==> config.mk <==
export PLATFORM = sky130hd
export DESIGN_NAME = crtc_timing_controller
export DESIGN_NICKNAME = d
export VERILOG_FILES = /design/src/hdl/crtc_pkg.sv /design/src/hdl/crtc_timing_controller.sv
export SDC_FILE = /design/constraint.sdc
export NUM_CORES = 1
export LEC_CHECK = 0
export ABC_AREA = 0
export ABC_CLOCK_PERIOD_IN_PS = 5100
export BUFFER_PORTS_ARGS = -buffer_cell sky130_fd_sc_hd__buf_4
export CAP_MARGIN = 20
export CORE_MARGIN = 3
export CORE_UTILIZATION = 50
export CTS_CLUSTER_DIAMETER = 100
export DETAILED_ROUTE_END_ITERATION = 16
export PLACE_DENSITY = 0.78
export SYNTH_ARGS = -nofsm -noshare
export SYNTH_HDL_FRONTEND = slang
export SYNTH_SLANG_ARGS = --single-unit
==> constraint.sdc <==
create_clock -name pclk -period 5.1 [get_ports pclk]
set_clock_uncertainty 0.05 [all_clocks]
set_input_delay 0 -clock pclk [delete_from_list [all_inputs] [get_ports pclk]]
set_output_delay 0 -clock pclk [all_outputs]
set_load 0.01 [all_outputs]
==> src/hdl/crtc_pkg.sv <==
/*
  Package for the CRT timing controller: register offsets, field positions,
  reset values and mode types.
  Assumes an APB slave with 32-bit data and aligned word registers.
*/
package crtc_pkg;
  localparam logic [7:0] OFF_MODE     = 8'h00;
  localparam logic [7:0] OFF_HTIME    = 8'h04;
  localparam logic [7:0] OFF_HSYNC    = 8'h08;
  localparam logic [7:0] OFF_VTIME    = 8'h0C;
  localparam logic [7:0] OFF_VSYNC    = 8'h10;
  localparam logic [7:0] OFF_START_LO = 8'h14;
  localparam logic [7:0] OFF_START_HI = 8'h18;
  localparam logic [7:0] OFF_STATUS   = 8'h1C;
  // Mode register field positions
  localparam int MODE_EXT_BIT   = 0;
  localparam int MODE_CSYNC_BIT = 1;
  localparam int MODE_DOTW_BIT  = 2;
  localparam int MODE_HALVE_BIT = 3;
  localparam int MODE_PEL8_BIT  = 4;
  localparam int MODE_TEXT_BIT  = 5;
  localparam int MODE_SCALE_LSB = 8;
  localparam int MODE_MAXS_LSB  = 12;
  localparam int MODE_SRST_BIT  = 31;
  // Field layout of timing registers: low half and high half
  localparam int FIELD_HI_LSB   = 16;
  localparam logic [31:0] MODE_RESET  = 32'h0000_0004;
  localparam logic [31:0] HTIME_RESET = 32'h004F_005F;
  localparam logic [31:0] HSYNC_RESET = 32'h005C_0052;
  localparam logic [31:0] VTIME_RESET = 32'h01DF_020B;
  localparam logic [31:0] VSYNC_RESET = 32'h01EC_01EA;
  localparam logic [31:0] ZERO_RESET  = 32'h0000_0000;
  typedef enum logic [1:0] {CRTC_VGA_TEXT, CRTC_VGA_GFX, CRTC_EXT_GFX} crtc_mode_t;
endpackage

==> src/hdl/crtc_timing_controller.sv <==
/*
  CRT timing controller: character clock divider, horizontal and vertical
  counters, sync and blank generation and a display start address latch.
  Assumes pclk is the pixel clock (video clock) and registers are set over APB.
*/
// The register addresses and register access over APB were left to the implementer.
// Contract
// - VGA mode clocks per character: 8/9 text, doubled zoomed, 8 or 4 graphics.
// - In VGA mode the video clock is the pixel clock itself.
// - New start value applies at next horizontal retrace after upper write.
// - Composite sync enabled gives active-low composite on horizontal sync pin.
// - Each display line is scanned max scan plus one times.
// - Horizontal zoom slows pixel clock; counter then resolves 16 or 18 pixels in text, 16 or 8 in graphics.
// - Attribute processing is active only in VGA-compatible mode.
// - Mode field selects VGA-compatible or extended graphics operation.
// - Horizontal unit is a character clock, or scale-divided 8 pixels; extended mode here counts single pixels divided by scale plus one.
module crtc_timing_controller #(
  parameter int HW = 12,
  parameter int VW = 12
) (
  input  wire logic        pclk,
  input  wire logic        presetn,
  input  wire logic        clk_en,
  input  wire logic        psel,
  input  wire logic        penable,
  input  wire logic        pwrite,
  input  wire logic [7:0]  paddr,
  input  wire logic [31:0] pwdata,
  output logic             pready,
  output logic             pslverr,
  output logic [31:0]      prdata,
  output logic             hsync_n,
  output logic             vsync_n,
  output logic             blank_n,
  output logic             char_tick,
  output logic             attr_enable,
  output logic [19:0]      start_addr
);
  logic [31:0] mode_reg, mode_next, htime_reg, htime_next, hsync_reg, hsync_next;
  logic [31:0] vtime_reg, vtime_next, vsync_reg, vsync_next;
  logic [15:0] slo_reg, slo_next;
  logic [3:0]  shi_reg, shi_next;
  logic        pend_reg, pend_next;
  logic [19:0] act_reg, act_next;
  logic [4:0]  dot_reg, dot_next;
  logic [2:0]  scl_reg, scl_next;
  logic [HW-1:0] hcnt_reg, hcnt_next;
  logic [VW-1:0] vcnt_reg, vcnt_next;
  logic [4:0]  row_reg, row_next;
  logic        hs_reg, hs_next, vs_reg, vs_next, bl_reg, bl_next, tick_reg, tick_next, hsr_reg, hsr_next;
  logic        rdy_reg, rdy_next, err_reg, err_next;
  logic [31:0] rd_reg, rd_next;
  logic [4:0]  cc;
  logic        ext, access, hs_raw, vs_raw, hblk, vblk, srst, char_end, hs_start;
  crtc_pkg::crtc_mode_t mode;

  function automatic logic in_win(input logic [HW-1:0] c, input logic [HW-1:0] s, input logic [HW-1:0] e);
    in_win = (s <= e) ? (c >= s && c < e) : (c >= s || c < e);
  endfunction

  assign ext    = mode_reg[crtc_pkg::MODE_EXT_BIT];
  assign srst   = mode_reg[crtc_pkg::MODE_SRST_BIT];
  assign access = psel && penable && !rdy_reg;

  always_comb begin
    // Operating mode from the mode field
    if (ext)
      mode = crtc_pkg::CRTC_EXT_GFX;
    else if (mode_reg[crtc_pkg::MODE_TEXT_BIT])
      mode = crtc_pkg::CRTC_VGA_TEXT;
    else
      mode = crtc_pkg::CRTC_VGA_GFX;
    // Video clocks per character; pclk is the video clock
    case (mode)
      crtc_pkg::CRTC_VGA_TEXT: cc = mode_reg[crtc_pkg::MODE_DOTW_BIT] ? 5'd8 : 5'd9;
      crtc_pkg::CRTC_VGA_GFX:  cc = mode_reg[crtc_pkg::MODE_PEL8_BIT] ? 5'd4 : 5'd8;
      crtc_pkg::CRTC_EXT_GFX:  cc = 5'd1;
      default:                 cc = 5'd8;
    endcase
    if (mode != crtc_pkg::CRTC_EXT_GFX && mode_reg[crtc_pkg::MODE_HALVE_BIT])
      cc = {cc[3:0], 1'b0};
  end

  always_comb begin
    mode_next  = mode_reg;
    htime_next = htime_reg;
    hsync_next = hsync_reg;
    vtime_next = vtime_reg;
    vsync_next = vsync_reg;
    slo_next   = slo_reg;
    shi_next   = shi_reg;
    pend_next  = pend_reg;
    rdy_next   = access;
    err_next   = 1'b0;
    rd_next    = rd_reg;
    if (access) begin
      rd_next = 32'h0000_0000;
      case (paddr)
        crtc_pkg::OFF_MODE:     if (pwrite) mode_next = pwdata; else rd_next = mode_reg;
        crtc_pkg::OFF_HTIME:    if (pwrite) htime_next = pwdata; else rd_next = htime_reg;
        crtc_pkg::OFF_HSYNC:    if (pwrite) hsync_next = pwdata; else rd_next = hsync_reg;
        crtc_pkg::OFF_VTIME:    if (pwrite) vtime_next = pwdata; else rd_next = vtime_reg;
        crtc_pkg::OFF_VSYNC:    if (pwrite) vsync_next = pwdata; else rd_next = vsync_reg;
        crtc_pkg::OFF_START_LO: if (pwrite) slo_next = pwdata[15:0]; else rd_next = {16'h0000, slo_reg};
        crtc_pkg::OFF_START_HI: begin
          // Upper portion write arms the start address update
          if (pwrite) begin
            shi_next  = pwdata[3:0];
            pend_next = 1'b1;
          end else begin
            rd_next = {28'h0000000, shi_reg};
          end
        end
        crtc_pkg::OFF_STATUS:   if (!pwrite) rd_next = {{(16-VW){1'b0}}, vcnt_reg, 15'h0000, vblk};
        default:                err_next = 1'b1;
      endcase
    end
    // Latch at start of horizontal retrace; a new arm in that cycle wins
    if (clk_en && hs_start && !(access && pwrite && paddr == crtc_pkg::OFF_START_HI))
      pend_next = 1'b0;
  end

  always_comb begin
    dot_next  = dot_reg;
    scl_next  = scl_reg;
    hcnt_next = hcnt_reg;
    vcnt_next = vcnt_reg;
    row_next  = row_reg;
    act_next  = act_reg;
    char_end  = 1'b0;
    // Character unit; extended mode counts single pixels, divided by scale plus one
    if (dot_reg >= cc - 5'd1) begin
      dot_next = 5'd0;
      if (!ext || scl_reg >= mode_reg[crtc_pkg::MODE_SCALE_LSB +: 3]) begin
        scl_next = 3'd0;
        char_end = 1'b1;
      end else begin
        scl_next = scl_reg + 3'd1;
      end
    end else begin
      dot_next = dot_reg + 5'd1;
    end
    if (char_end) begin
      // Wrap at total
      if (hcnt_reg >= htime_reg[HW-1:0]) begin
        hcnt_next = '0;
        // Each line rescanned max scan plus one times
        if (row_reg >= mode_reg[crtc_pkg::MODE_MAXS_LSB +: 5]) begin
          row_next = 5'd0;
          vcnt_next = (vcnt_reg >= vtime_reg[VW-1:0]) ? '0 : vcnt_reg + 1'b1;
        end else begin
          row_next = row_reg + 5'd1;
        end
      end else begin
        hcnt_next = hcnt_reg + 1'b1;
      end
    end
    if (hs_start && pend_reg)
      act_next = {shi_reg, slo_reg};
    if (srst) begin
      // Soft reset clears the counters
      dot_next  = 5'd0;
      scl_next  = 3'd0;
      hcnt_next = '0;
      vcnt_next = '0;
      row_next  = 5'd0;
    end
  end

  assign hs_raw = in_win(hcnt_reg, hsync_reg[HW-1:0], hsync_reg[crtc_pkg::FIELD_HI_LSB +: HW]);
  assign vs_raw = in_win(vcnt_reg, vsync_reg[VW-1:0], vsync_reg[crtc_pkg::FIELD_HI_LSB +: VW]);
  assign hblk   = hcnt_reg > htime_reg[crtc_pkg::FIELD_HI_LSB +: HW];
  assign vblk   = vcnt_reg > vtime_reg[crtc_pkg::FIELD_HI_LSB +: VW];
  // Retrace start from the plain horizontal window, not the composite output
  assign hs_start = hs_raw && !hsr_reg;

  always_comb begin
    vs_next   = vs_raw;
    bl_next   = hblk || vblk;
    tick_next = char_end;
    hsr_next  = hs_raw;
    // Composite sync is active low, as the exclusive-or of both retraces
    hs_next   = mode_reg[crtc_pkg::MODE_CSYNC_BIT] ? (hs_raw ^ vs_raw) : hs_raw;
  end

  always_ff @(posedge pclk or negedge presetn) begin
    if (!presetn) begin
      mode_reg  <= crtc_pkg::MODE_RESET;
      htime_reg <= crtc_pkg::HTIME_RESET;
      hsync_reg <= crtc_pkg::HSYNC_RESET;
      vtime_reg <= crtc_pkg::VTIME_RESET;
      vsync_reg <= crtc_pkg::VSYNC_RESET;
      slo_reg   <= '0;
      shi_reg   <= '0;
      pend_reg  <= 1'b0;
      act_reg   <= '0;
      dot_reg   <= '0;
      scl_reg   <= '0;
      hcnt_reg  <= '0;
      vcnt_reg  <= '0;
      row_reg   <= '0;
      hs_reg    <= 1'b0;
      hsr_reg   <= 1'b0;
      vs_reg    <= 1'b0;
      bl_reg    <= 1'b0;
      tick_reg  <= 1'b0;
      rdy_reg   <= 1'b0;
      err_reg   <= 1'b0;
      rd_reg    <= crtc_pkg::ZERO_RESET;
    end else if (clk_en) begin
      mode_reg  <= mode_next;
      htime_reg <= htime_next;
      hsync_reg <= hsync_next;
      vtime_reg <= vtime_next;
      vsync_reg <= vsync_next;
      slo_reg   <= slo_next;
      shi_reg   <= shi_next;
      pend_reg  <= pend_next;
      act_reg   <= act_next;
      dot_reg   <= dot_next;
      scl_reg   <= scl_next;
      hcnt_reg  <= hcnt_next;
      vcnt_reg  <= vcnt_next;
      row_reg   <= row_next;
      hs_reg    <= hs_next;
      hsr_reg   <= hsr_next;
      vs_reg    <= vs_next;
      bl_reg    <= bl_next;
      tick_reg  <= tick_next;
      rdy_reg   <= rdy_next;
      err_reg   <= err_next;
      rd_reg    <= rd_next;
    end
  end

  logic attr_reg;
  always_ff @(posedge pclk or negedge presetn) begin
    if (!presetn)
      attr_reg <= 1'b1;
    else if (clk_en)
      attr_reg <= !mode_next[crtc_pkg::MODE_EXT_BIT];
  end

  assign pready      = rdy_reg;
  assign pslverr     = err_reg;
  assign prdata      = rd_reg;
  assign hsync_n     = !hs_reg;
  assign vsync_n     = !vs_reg;
  assign blank_n     = !bl_reg;
  assign char_tick   = tick_reg;
  assign attr_enable = attr_reg;
  assign start_addr  = act_reg;

  property p_start_hold;
    @(posedge pclk) disable iff (!presetn)
    (clk_en && !hs_start) |=> $stable(act_reg);
  endproperty
  a_start_hold: assert property (p_start_hold) else $error("start address changed outside retrace start");
  property p_start_load;
    @(posedge pclk) disable iff (!presetn)
    (clk_en && hs_start && pend_reg && !srst) |=> (act_reg == $past({shi_reg, slo_reg}));
  endproperty
  a_start_load: assert property (p_start_load) else $error("start address not loaded at retrace");
  property p_attr;
    @(posedge pclk) disable iff (!presetn)
    (attr_enable == !ext);
  endproperty
  a_attr: assert property (p_attr) else $error("attribute path does not follow the mode");
  property p_csync;
    @(posedge pclk) disable iff (!presetn)
    (clk_en && mode_reg[crtc_pkg::MODE_CSYNC_BIT]) |=> (hsync_n == !($past(hs_raw) ^ $past(vs_raw)));
  endproperty
  a_csync: assert property (p_csync) else $error("composite sync wrong");
  property p_vsync_follow;
    @(posedge pclk) disable iff (!presetn)
    clk_en |=> (vsync_n == !$past(vs_raw));
  endproperty
  a_vsync_follow: assert property (p_vsync_follow) else $error("vertical sync lost");
  property p_cc;
    @(posedge pclk) disable iff (!presetn)
    (mode == crtc_pkg::CRTC_VGA_GFX && mode_reg[crtc_pkg::MODE_PEL8_BIT] && !mode_reg[crtc_pkg::MODE_HALVE_BIT])
      |-> (cc == 5'd4);
  endproperty
  a_cc: assert property (p_cc) else $error("wrong clocks per character");
  property p_hwrap;
    @(posedge pclk) disable iff (!presetn)
    (clk_en && !srst && char_end && hcnt_reg >= htime_reg[HW-1:0]) |=> (hcnt_reg == '0);
  endproperty
  a_hwrap: assert property (p_hwrap) else $error("horizontal counter did not wrap");
  property p_srst;
    @(posedge pclk) disable iff (!presetn)
    (clk_en && srst) |=> (hcnt_reg == '0 && vcnt_reg == '0);
  endproperty
  a_srst: assert property (p_srst) else $error("soft reset did not clear counters");
  property p_rescan;
    @(posedge pclk) disable iff (!presetn)
    (clk_en && !srst && char_end && hcnt_reg >= htime_reg[HW-1:0] && row_reg < mode_reg[crtc_pkg::MODE_MAXS_LSB +: 5])
      |=> $stable(vcnt_reg);
  endproperty
  a_rescan: assert property (p_rescan) else $error("line advanced before rescans done");
endmodule

==> results of run 1 <==
==> metrics by stage <==
step                hold WS, ns  cell area, µm²   util
floorplan                -0.346           15000      -
global placement          0.145           16200  0.556
global route              0.146           17600  0.602
detailed placement        0.144           16200  0.556
CTS                      0.0962           17600  0.602
finish                    0.117           17600  0.602
==> synth_stat cells (18+ instances only) <==
library cell,count
a21o_1,43
a21oi_1,43
a221oi_1,24
a22o_1,20
a22oi_1,41
buf_2,22
clkbuf_1,38
dfrtp_1,234
dfstp_2,44
ha_1,137
inv_1,112
mux2_2,106
nand2_1,181
nand3_1,23
nand4_1,21
nor2_1,28
nor2b_1,18
o21ai_0,161
==> cells by family (layout without fill, tap and decap cells) <==
kind of cell               count (synthesis)  after routing
buffers and inverters                    181            327
AOI/OAI and AO/OA                        396            396
other                                      0              1
DFF                                      278            278
and+or+nand+nor                          340            340
xor gates and xnor gates                  12             12
adders and majority gates                138            138
muxes                                    108            108
==> per-layer routing <==
layer	wire length, µm	part of all wire
met3	3670	0.082
met2	20900	0.47
met5	0	0
met4	1790	0.040
met1	18300	0.41
==> layout by cell type, fill, tap and decap left out, types with 4 or more instances in the layout <==
master / instances
dfstp_2: 44
a31o_2: 4
inv_1: 112
o21ai_0: 161
a221oi_1: 24
and3_1: 16
clkbuf_8: 9
nor3_1: 6
nor2_1: 27
mux2_2: 106
and4_1: 4
a21o_1: 43
nand3_1: 23
a222oi_1: 8
ha_1: 137
clkbuf_1: 9
nand4_1: 21
nand2b_1: 11
a211oi_1: 11
dlygate4sd3_1: 39
or3_1: 5
a31oi_1: 6
o21ai_1: 4
a22oi_1: 41
dfrtp_1: 234
xor2_1: 10
nor2b_1: 15
clkbuf_16: 29
a221o_1: 11
nor3b_1: 4
a22o_1: 20
nand2_1: 181
buf_4: 120
a21oi_1: 43
or2_2: 4
==> final cells by class <==
type / instances / share of cell area
Antenna cell: 1 / 0.000142
Clock buffer: 47 / 0.0503
Clock inverter: 6 / 0.00470
Inverter: 113 / 0.0242
Multi-Input combinational cell: 994 / 0.419
Sequential cell: 278 / 0.399
Tap cell: 384 / 0.0274
Timing Repair Buffer: 161 / 0.0755
==> report_power, final <==
group	switching (mW)	leakage (nW)	total [mW]	internal [mW]
Combinational	0.282	5.28	0.476	0.194
Clock	0.869	0.473	2.14	1.28
Sequential	0.0901	3.39	2.36	2.27
==> repair_timing <==
item                                   CTS  global route
setup endpoints to repair                0             0
resized for setup                        0             0
endpoints found under the hold margin  326             0
hold buffers                            39             0
==> critical path, stage by stage, from the launching register on <==
cell and delay, ns:
dfrtp_1 0.46, nor3b_1 0.22, nor2_1 0.09, ha_1 0.24, nor4b_1 0.32, a21oi_1 0.10, ha_1 0.35, and3_1 0.18
a21oi_1 0.20, nor3_1 0.79, o21ai_0 0.30, a22o_1 0.31
==> worst paths after layout <==
kind                             startpoint            end  slack [ns]  cells after the start
worst min register to register    prdata[2]      prdata[2]        0.43                      1
worst max register to register  mode_reg[3]    vcnt_reg[5]        1.37                     11
max in group asynchronous           presetn  hsync_reg[26]        3.55                      3
min in group asynchronous           presetn      prdata[6]        0.14                      2
worst min-delay path               paddr[3]   vsync_reg[3]        0.12                      5
worst max-delay path            mode_reg[3]    vcnt_reg[5]        1.37                     11
==> results.sh, run 1 <==
export IMPL_numPortBuffers=104
export IMPL_synth_async_sr_flop_share=1.00
export IMPL_grt_max_degree=145
export IMPL_rsz_0062_raised_after_global_routing="false"
export IMPL_tritoncts="yes"
export IMPL_n_fill_cell=2343
export IMPL_yosys_area_share_xor_xnor=0.00701
export IMPL_postCtsSetupBuffers=0
export IMPL_dpl_worst_slack_ns=1.60
export IMPL_antenna_found_initial=1
export IMPL_gpl_final_weighted_congestion=0.922
export IMPL_synth_compound_area_share=0.171
export IMPL_synth_enable_flop_cells=0
export IMPL_aggregate_global_route_resource_usage=0.278
export IMPL_leakage_nw=9.15
export IMPL_drt_total_wl_mm=44.6
export IMPL_globalRouteMet2Util=0.449
export IMPL_insertion_delay_ns=0.56
export IMPL_top_level_ports=105
export IMPL_maxSlewHeadroom=0.273
export IMPL_dominant_combinational_cell_family_by_area_after_synthesis="compound AO/OA/AOI/OAI gates"
export IMPL_route_detailed_drc=0
export IMPL_postSynthAreaPerCell_um2=10.3
export IMPL_syn_to_final_growth_pct=17.1
export IMPL_start_kind="register"
export IMPL_routedWlPerCell_um=22.5
export IMPL_placed_cells_incl_taps=1891
export IMPL_use_met3=0.0396
export IMPL_floorplan_die_width_um=179
export IMPL_start_util=0.514
export IMPL_most_used_flip_flop_cell_after_synthesis="dfrtp_1"
export IMPL_drt_iter0_drc=1225
export IMPL_cts_sinks=278
export IMPL_synthDominantCellAreaShare=0.390
export IMPL_ctsRootBufferMaster="clkbuf_16"
export IMPL_design_die_area_mm2=0.0321
export IMPL_detailroute_via_count=12300
export IMPL_post_synth_and_or_nand_nor_area_fraction=0.110
export IMPL_synth_area_mm2=0.0150
export IMPL_ir_worst_vdd_uv=284
export IMPL_timing_hold_violations_final=0
export IMPL_drt_pass1_iterations=7
export IMPL_layout_nets=1760
export IMPL_critical_path_peak_fanout=10
export IMPL_top_usage_layer="met2"
export IMPL_grt_first_pass_wirelength_mm=69.2
export IMPL_syn_inst=1453
export IMPL_postLayoutSetupSlackWorst_ns=1.37
export IMPL_timing_critical_path_required_ns=5.49
export IMPL_vias_in_the_first_global_route=12200
export IMPL_htree_levels=1
export IMPL_yosys_synthesis_warning_count=0
export IMPL_postSynthRegisterBits=278
export IMPL_core_area_mm2=0.0292
export IMPL_drt_antenna_violating_nets=0
export IMPL_worst_pin_slew_ns=1.09
export IMPL_setup_tns_ns=0
export IMPL_crit_path_end_kind="register"
export IMPL_cap_viol_max_count=0
export IMPL_yosys_top_cells_area="dfrtp_1, ha_1, mux2_2"
export IMPL_grt_overflow_total=0
export IMPL_post_route_total_power_mw=4.98
export IMPL_synth_adder_area_share=0.115
export IMPL_tritoncts_num_buffers=29
export IMPL_layout_min_cycle_time_ns=3.73
export IMPL_fmax_mhz=268
export IMPL_slew_viol_final=0
export IMPL_min_delay_path_class="in -> reg"
export IMPL_synth_top_cell_by_area="dfrtp_1"
export IMPL_yosys_mux_area_fraction=0.0809
export IMPL_synth_cell_type_count=64
export IMPL_layout_worst_path_cycle_share=0.731
export IMPL_share_of_layout_cells_above_drive_strength_1=0.215
export IMPL_synth_sequential_area_ratio=0.467
export IMPL_final_cells=1984
export IMPL_outcome="finished clean"
export IMPL_die_h_um=179
export IMPL_final_seq_area_mm2=0.00701
export IMPL_dpl_hpwl_mm=30.1
export IMPL_mappedNetlistNets=1636
export IMPL_clkSlewWorstSetupHoldPaths_ns=0.06
export IMPL_grtUsageMet1=0.380
export IMPL_critPathArrivalTime_ns=4.11
export IMPL_std_cell_rows=62
export IMPL_criticalPathCategory="reg -> reg"
export IMPL_vias_per_cell=6.22
export IMPL_cts_path_max_buffers=3
export IMPL_multi_input_area_mm2=0.00735
export IMPL_finalSetupViolCount=0
export IMPL_power_per_cell_area_mw_per_mm2=283
(Power assumes the default switching activity.)
==> run 2: changes to the inputs <==
Settings changed: ABC_CLOCK_PERIOD_IN_PS 5100 to 3400, PLACE_DENSITY 0.78 to 0.81.
Clock period 5.1 ns to 3.4 ns, I/O delays scaled along.
==> run 2 against run 1 <==
Effect of this change: combinational power rose by 62%; via count rose by 1.8%; core utilization increased by 0.45 points; power increased by 46%.
==> results.sh, run 2 (synthesis results as in run 1) <==
export IMPL_layout_worst_path_cycle_share=0.980
export IMPL_most_common_layout_cells="dfrtp_1, nand2_1, o21ai_0"
export IMPL_floorplan_die_width_um=179
export IMPL_layout_cell_area_non_filler_mm2=0.0177
export IMPL_die_h_um=179
export IMPL_criticalPathCategory="reg -> reg"
export IMPL_ctsRootBufferMaster="clkbuf_16"
export IMPL_share_of_layout_cells_above_drive_strength_1=0.222
export IMPL_cap_viol_max_count=0
export IMPL_power_per_cell_area_mw_per_mm2=410
export IMPL_drt_iter0_drc=1246
export IMPL_numPortBuffers=104
export IMPL_critPathArrivalTime_ns=3.70
export IMPL_placed_area_mm2=0.0164
export IMPL_grt_first_pass_wirelength_mm=69.9
export IMPL_cts_sinks=278
export IMPL_ir_worst_vdd_uv=363
export IMPL_worst_hold_slack_ns=0.0466
export IMPL_grt_overflow_total=0
export IMPL_insertion_delay_ns=0.55
export IMPL_std_cell_rows=62
export IMPL_aggregate_global_route_resource_usage=0.282
export IMPL_leakage_nw=9.24
export IMPL_tritoncts="yes"
export IMPL_vias_per_cell=6.26
export IMPL_setup_worst_path_start="mode_reg[3]"
export IMPL_final_cells=2005
export IMPL_critical_path_peak_fanout=8
export IMPL_drt_total_wl_mm=45.3
export IMPL_r2r_start="mode_reg[3]"
export IMPL_drt_pass1_iterations=6
export IMPL_grt_max_degree=108
export IMPL_gpl_final_weighted_congestion=0.937
export IMPL_start_util=0.514
export IMPL_worst_pin_slew_ns=0.860
export IMPL_htree_levels=1
export IMPL_min_delay_path_class="in -> async"
export IMPL_slew_viol_final=0
export IMPL_postLayoutSetupSlackWorst_ns=0.0687
export IMPL_layout_nets=1781
export IMPL_cts_path_max_buffers=3
export IMPL_start_kind="register"
export IMPL_placed_cells_incl_taps=1912
export IMPL_routedWlPerCell_um=22.6
export IMPL_syn_to_final_growth_pct=17.9
export IMPL_outcome="finished clean"
export IMPL_vias_in_the_first_global_route=12800
export IMPL_layout_min_cycle_time_ns=3.33
export IMPL_clkSlewWorstSetupHoldPaths_ns=0.06
export IMPL_finalSetupViolCount=0
export IMPL_timing_critical_path_required_ns=3.77
export IMPL_utilization=0.607
export IMPL_postCtsSetupBuffers=0
export IMPL_route_detailed_drc=0
export IMPL_dpl_worst_slack_ns=-0.0919
export IMPL_dpl_hpwl_mm=31.5
export IMPL_timing_hold_violations_final=0
export IMPL_core_area_mm2=0.0292
export IMPL_drt_antenna_violating_nets=0
export IMPL_design_die_area_mm2=0.0321
export IMPL_layout_commonest_cell="dfrtp_1"
export IMPL_fmax_mhz=300
export IMPL_num_antenna_cells=0
export IMPL_antenna_found_initial=1
export IMPL_top_level_ports=105
export IMPL_maxSlewHeadroom=0.427
export IMPL_crit_path_end_kind="register"
export IMPL_detailroute_via_count=12600
export IMPL_tritoncts_num_buffers=29
-- run 2: layer usage --
metal,share of wire,up-vias,routed length (µm),GRT usage
li1,-,5523,-,-
met1,0.39,6184,17900,0.371
met2,0.47,689,21100,0.456
met3,0.092,154,4190,0.0557
met4,0.046,2,2080,0.119
met5,0.00029,-,13,0
-- run 2: worst paths after layout --
check                          endpoint  slack, ns  cells after the start
min in group pclk          vsync_reg[3]       0.05                      5
setup / recovery            vcnt_reg[0]       0.07                     11
hold / removal             mode_reg[25]       0.05                      2
max in group asynchronous  vtime_reg[9]       2.30                      3
setup reg to reg            vcnt_reg[0]       0.07                     11
hold reg to reg               prdata[2]       0.43                      1
-- run 2: worst max-delay path: stages (launching register included) --
cell and delay, ns:
dfrtp_1 0.46, nor3b_1 0.24, nor2_1 0.09, ha_1 0.25
nor4b_1 0.32, a21oi_1 0.08, ha_1 0.33, and3_1 0.17
a21oi_1 0.43, or3_1 0.39, nor2_4 0.12, mux2_2 0.28
-- run 2: layout make-up --
cell class / instances / area, µm²
fillers: 2274 / 11500
repair buffers: 182 / 1530
clock inverters: 5 / 32.5
inverters: 113 / 424
flip-flops and latches: 278 / 7010
multi-input cells: 994 / 7360
clock buffers: 49 / 851
well taps: 384 / 480
-- run 2: repair_timing --
action,in CTS,in global routing
endpoints found under the hold margin,303,0
hold buffers,39,0
gates resized for setup,1,2
endpoints found under the setup margin,8,8
-- run 2: power breakdown --
group | leakage [nW] | total (mW) | internal, mW | switching (mW)
Combinational | 5.42 | 0.770 | 0.311 | 0.459
Clock | 0.432 | 2.99 | 1.69 | 1.29
Sequential | 3.39 | 3.50 | 3.40 | 0.104
-- run 2: metrics by stage --
stage          TNS (ns)  total power [mW]
6_report              0              7.26
4_1_cts               0              7.27
5_1_grt         -0.0229              7.50
3_3_place_gp          0              4.23
3_5_place_dp     -0.499              4.27
2_1_floorplan         0              3.91
==> run 3: changes to the inputs <==
Settings changed: CORE_UTILIZATION 50 to 52, PLACE_DENSITY 0.81 to 0.83.
==> run 3 against run 2 <==
Effect of this change: wire length grew 3.6%; combinational power grew 3.9%; count of clock-buffer cells in the layout shrank 13; register-to-register slack gained 0.12 ns; via count grew 1.6%; clock power grew 9.7%; sequential power is essentially flat.
==> results.sh, run 3 (synthesis results as in run 1) <==
export IMPL_outcome="finished clean"
export IMPL_insertion_delay_ns=0.54
export IMPL_maxSlewHeadroom=0.450
export IMPL_htree_levels=1
export IMPL_route_detailed_drc=0
export IMPL_syn_to_final_growth_pct=19.3
export IMPL_dpl_hpwl_mm=32.4
export IMPL_drt_antenna_violating_nets=0
export IMPL_critical_path_peak_fanout=12
export IMPL_critPathMostFrequentCell="a21oi_1"
export IMPL_start_util=0.534
export IMPL_start_kind="register"
export IMPL_drt_pass1_iterations=6
export IMPL_min_delay_path_class="in -> reg"
export IMPL_numPortBuffers=104
export IMPL_finalSetupViolCount=0
export IMPL_critPathArrivalTime_ns=3.59
export IMPL_criticalPathCategory="reg -> reg"
export IMPL_drt_iter0_drc=1292
export IMPL_cp_slowest_stage_delay_ns=0.53
export IMPL_cap_viol_max_count=0
export IMPL_core_area_mm2=0.0281
export IMPL_layout_nets=1791
export IMPL_ir_worst_vdd_uv=373
export IMPL_critPathSlowestCell="dfstp_2"
export IMPL_slew_viol_final=0
export IMPL_cts_path_max_buffers=3
export IMPL_tritoncts="yes"
export IMPL_multi_input_area_mm2=0.00736
export IMPL_utilization=0.637
export IMPL_die_h_um=176
export IMPL_grt_max_degree=109
export IMPL_power_per_cell_area_mw_per_mm2=424
export IMPL_ctsRootBufferMaster="clkbuf_16"
export IMPL_design_die_area_mm2=0.0309
export IMPL_final_cells=2008
export IMPL_worst_pin_slew_ns=0.824
export IMPL_drt_total_wl_mm=46.9
export IMPL_leakage_nw=9.35
export IMPL_timing_hold_violations_final=0
export IMPL_crit_path_end_kind="register"
export IMPL_n_fill_cell=2107
export IMPL_layout_worst_path_cycle_share=0.944
export IMPL_postLayoutSetupSlackWorst_ns=0.191
export IMPL_layout_commonest_cell="dfrtp_1"
export IMPL_routedWlPerCell_um=23.3
export IMPL_crit_chain="inv_1, ha_1, a21oi_1, nand2_1, a21oi_1, o21ai_1, a221o_1, maj3_2, nor4b_4, buf_6, mux2_2"
export IMPL_share_of_layout_cells_above_drive_strength_1=0.237
export IMPL_layout_cell_area_non_filler_mm2=0.0179
export IMPL_aggregate_global_route_resource_usage=0.301
export IMPL_fmax_mhz=312
export IMPL_dpl_worst_slack_ns=-0.135
export IMPL_floorplan_die_width_um=176
export IMPL_gpl_final_weighted_congestion=0.955
export IMPL_rsz_0062_raised_after_global_routing="false"
export IMPL_detailroute_via_count=12800
export IMPL_vias_in_the_first_global_route=13100
export IMPL_vias_per_cell=6.35
export IMPL_timing_critical_path_required_ns=3.78
export IMPL_num_antenna_cells=0
export IMPL_most_common_layout_cells="dfrtp_1, nand2_1, o21ai_0"
export IMPL_tritoncts_num_buffers=29
export IMPL_postCtsSetupBuffers=0
export IMPL_cts_sinks=278
export IMPL_placed_area_mm2=0.0165
export IMPL_placed_cells_incl_taps=1916
export IMPL_layout_min_cycle_time_ns=3.21
export IMPL_grt_first_pass_wirelength_mm=73.2
export IMPL_worst_hold_slack_ns=0.0410
export IMPL_std_cell_rows=61
export IMPL_antenna_found_initial=1
export IMPL_final_seq_area_mm2=0.00701
export IMPL_top_level_ports=105
export IMPL_clkSlewWorstSetupHoldPaths_ns=0.07
export IMPL_grt_overflow_total=0
## run 3: cell type report
type / count / area share
clock buffer: 36 / 0.0454
tap: 378 / 0.0264
clock inverter: 17 / 0.0101
inverter: 113 / 0.0237
timing repair buffer: 192 / 0.0908
sequential: 278 / 0.392
multi-input combinational: 994 / 0.411
## run 3: where the power goes
part / leakage (nW) / switching [mW] / internal (mW)
Combinational: 5.47 / 0.486 / 0.314
Sequential: 3.39 / 0.0964 / 3.40
Clock: 0.485 / 1.36 / 1.92
Total: 9.35 / 1.94 / 5.64
## run 3: repair_timing
action | 4_1_cts | 5_1_grt
hold buffers | 39 | 0
endpoints found under the hold margin | 298 | 0
endpoints found under the setup margin | 9 | 19
gates resized for setup | 1 | 5
## run 3: worst max-delay path: cells and delay by family (launching register included)
kind	cells	cell delay, ns
muxes	1	0.37
adders and majority gates	2	0.73
and+or+nand+nor	2	0.35
buffers and inverters	2	0.30
AOI/OAI and AO/OA	4	0.75
DFF	1	0.53
## run 3: stage by stage
step	power (mW)	TNS, ns
floorplan	3.91	0
global placement	4.25	0
detailed placement	4.28	-0.881
CTS	7.56	0
global route	7.82	0
finish	7.58	0
## run 3: path summary, 6_finish.rpt
kind                          startpoint            end  slack, ns  depth (start not counted)
max reg2reg                hsync_reg[22]  start_addr[6]       0.19                         11
min reg2reg                   prdata[22]     prdata[22]       0.43                          2
max in group asynchronous        presetn    mode_reg[5]       2.10                          3
min                             paddr[2]   hsync_reg[1]       0.04                          5
min in group asynchronous        presetn  vsync_reg[30]       0.05                          2
max                        hsync_reg[22]  start_addr[6]       0.19                         11
## run 3: routing by layer
metal | track usage | share of wire | vias up
met2 | 0.493 | 0.47 | 791
met5 | 0 | 0.00023 | -
li1 | - | - | 5544
met4 | 0.147 | 0.054 | 2
met3 | 0.0581 | 0.10 | 177
met1 | 0.384 | 0.38 | 6236
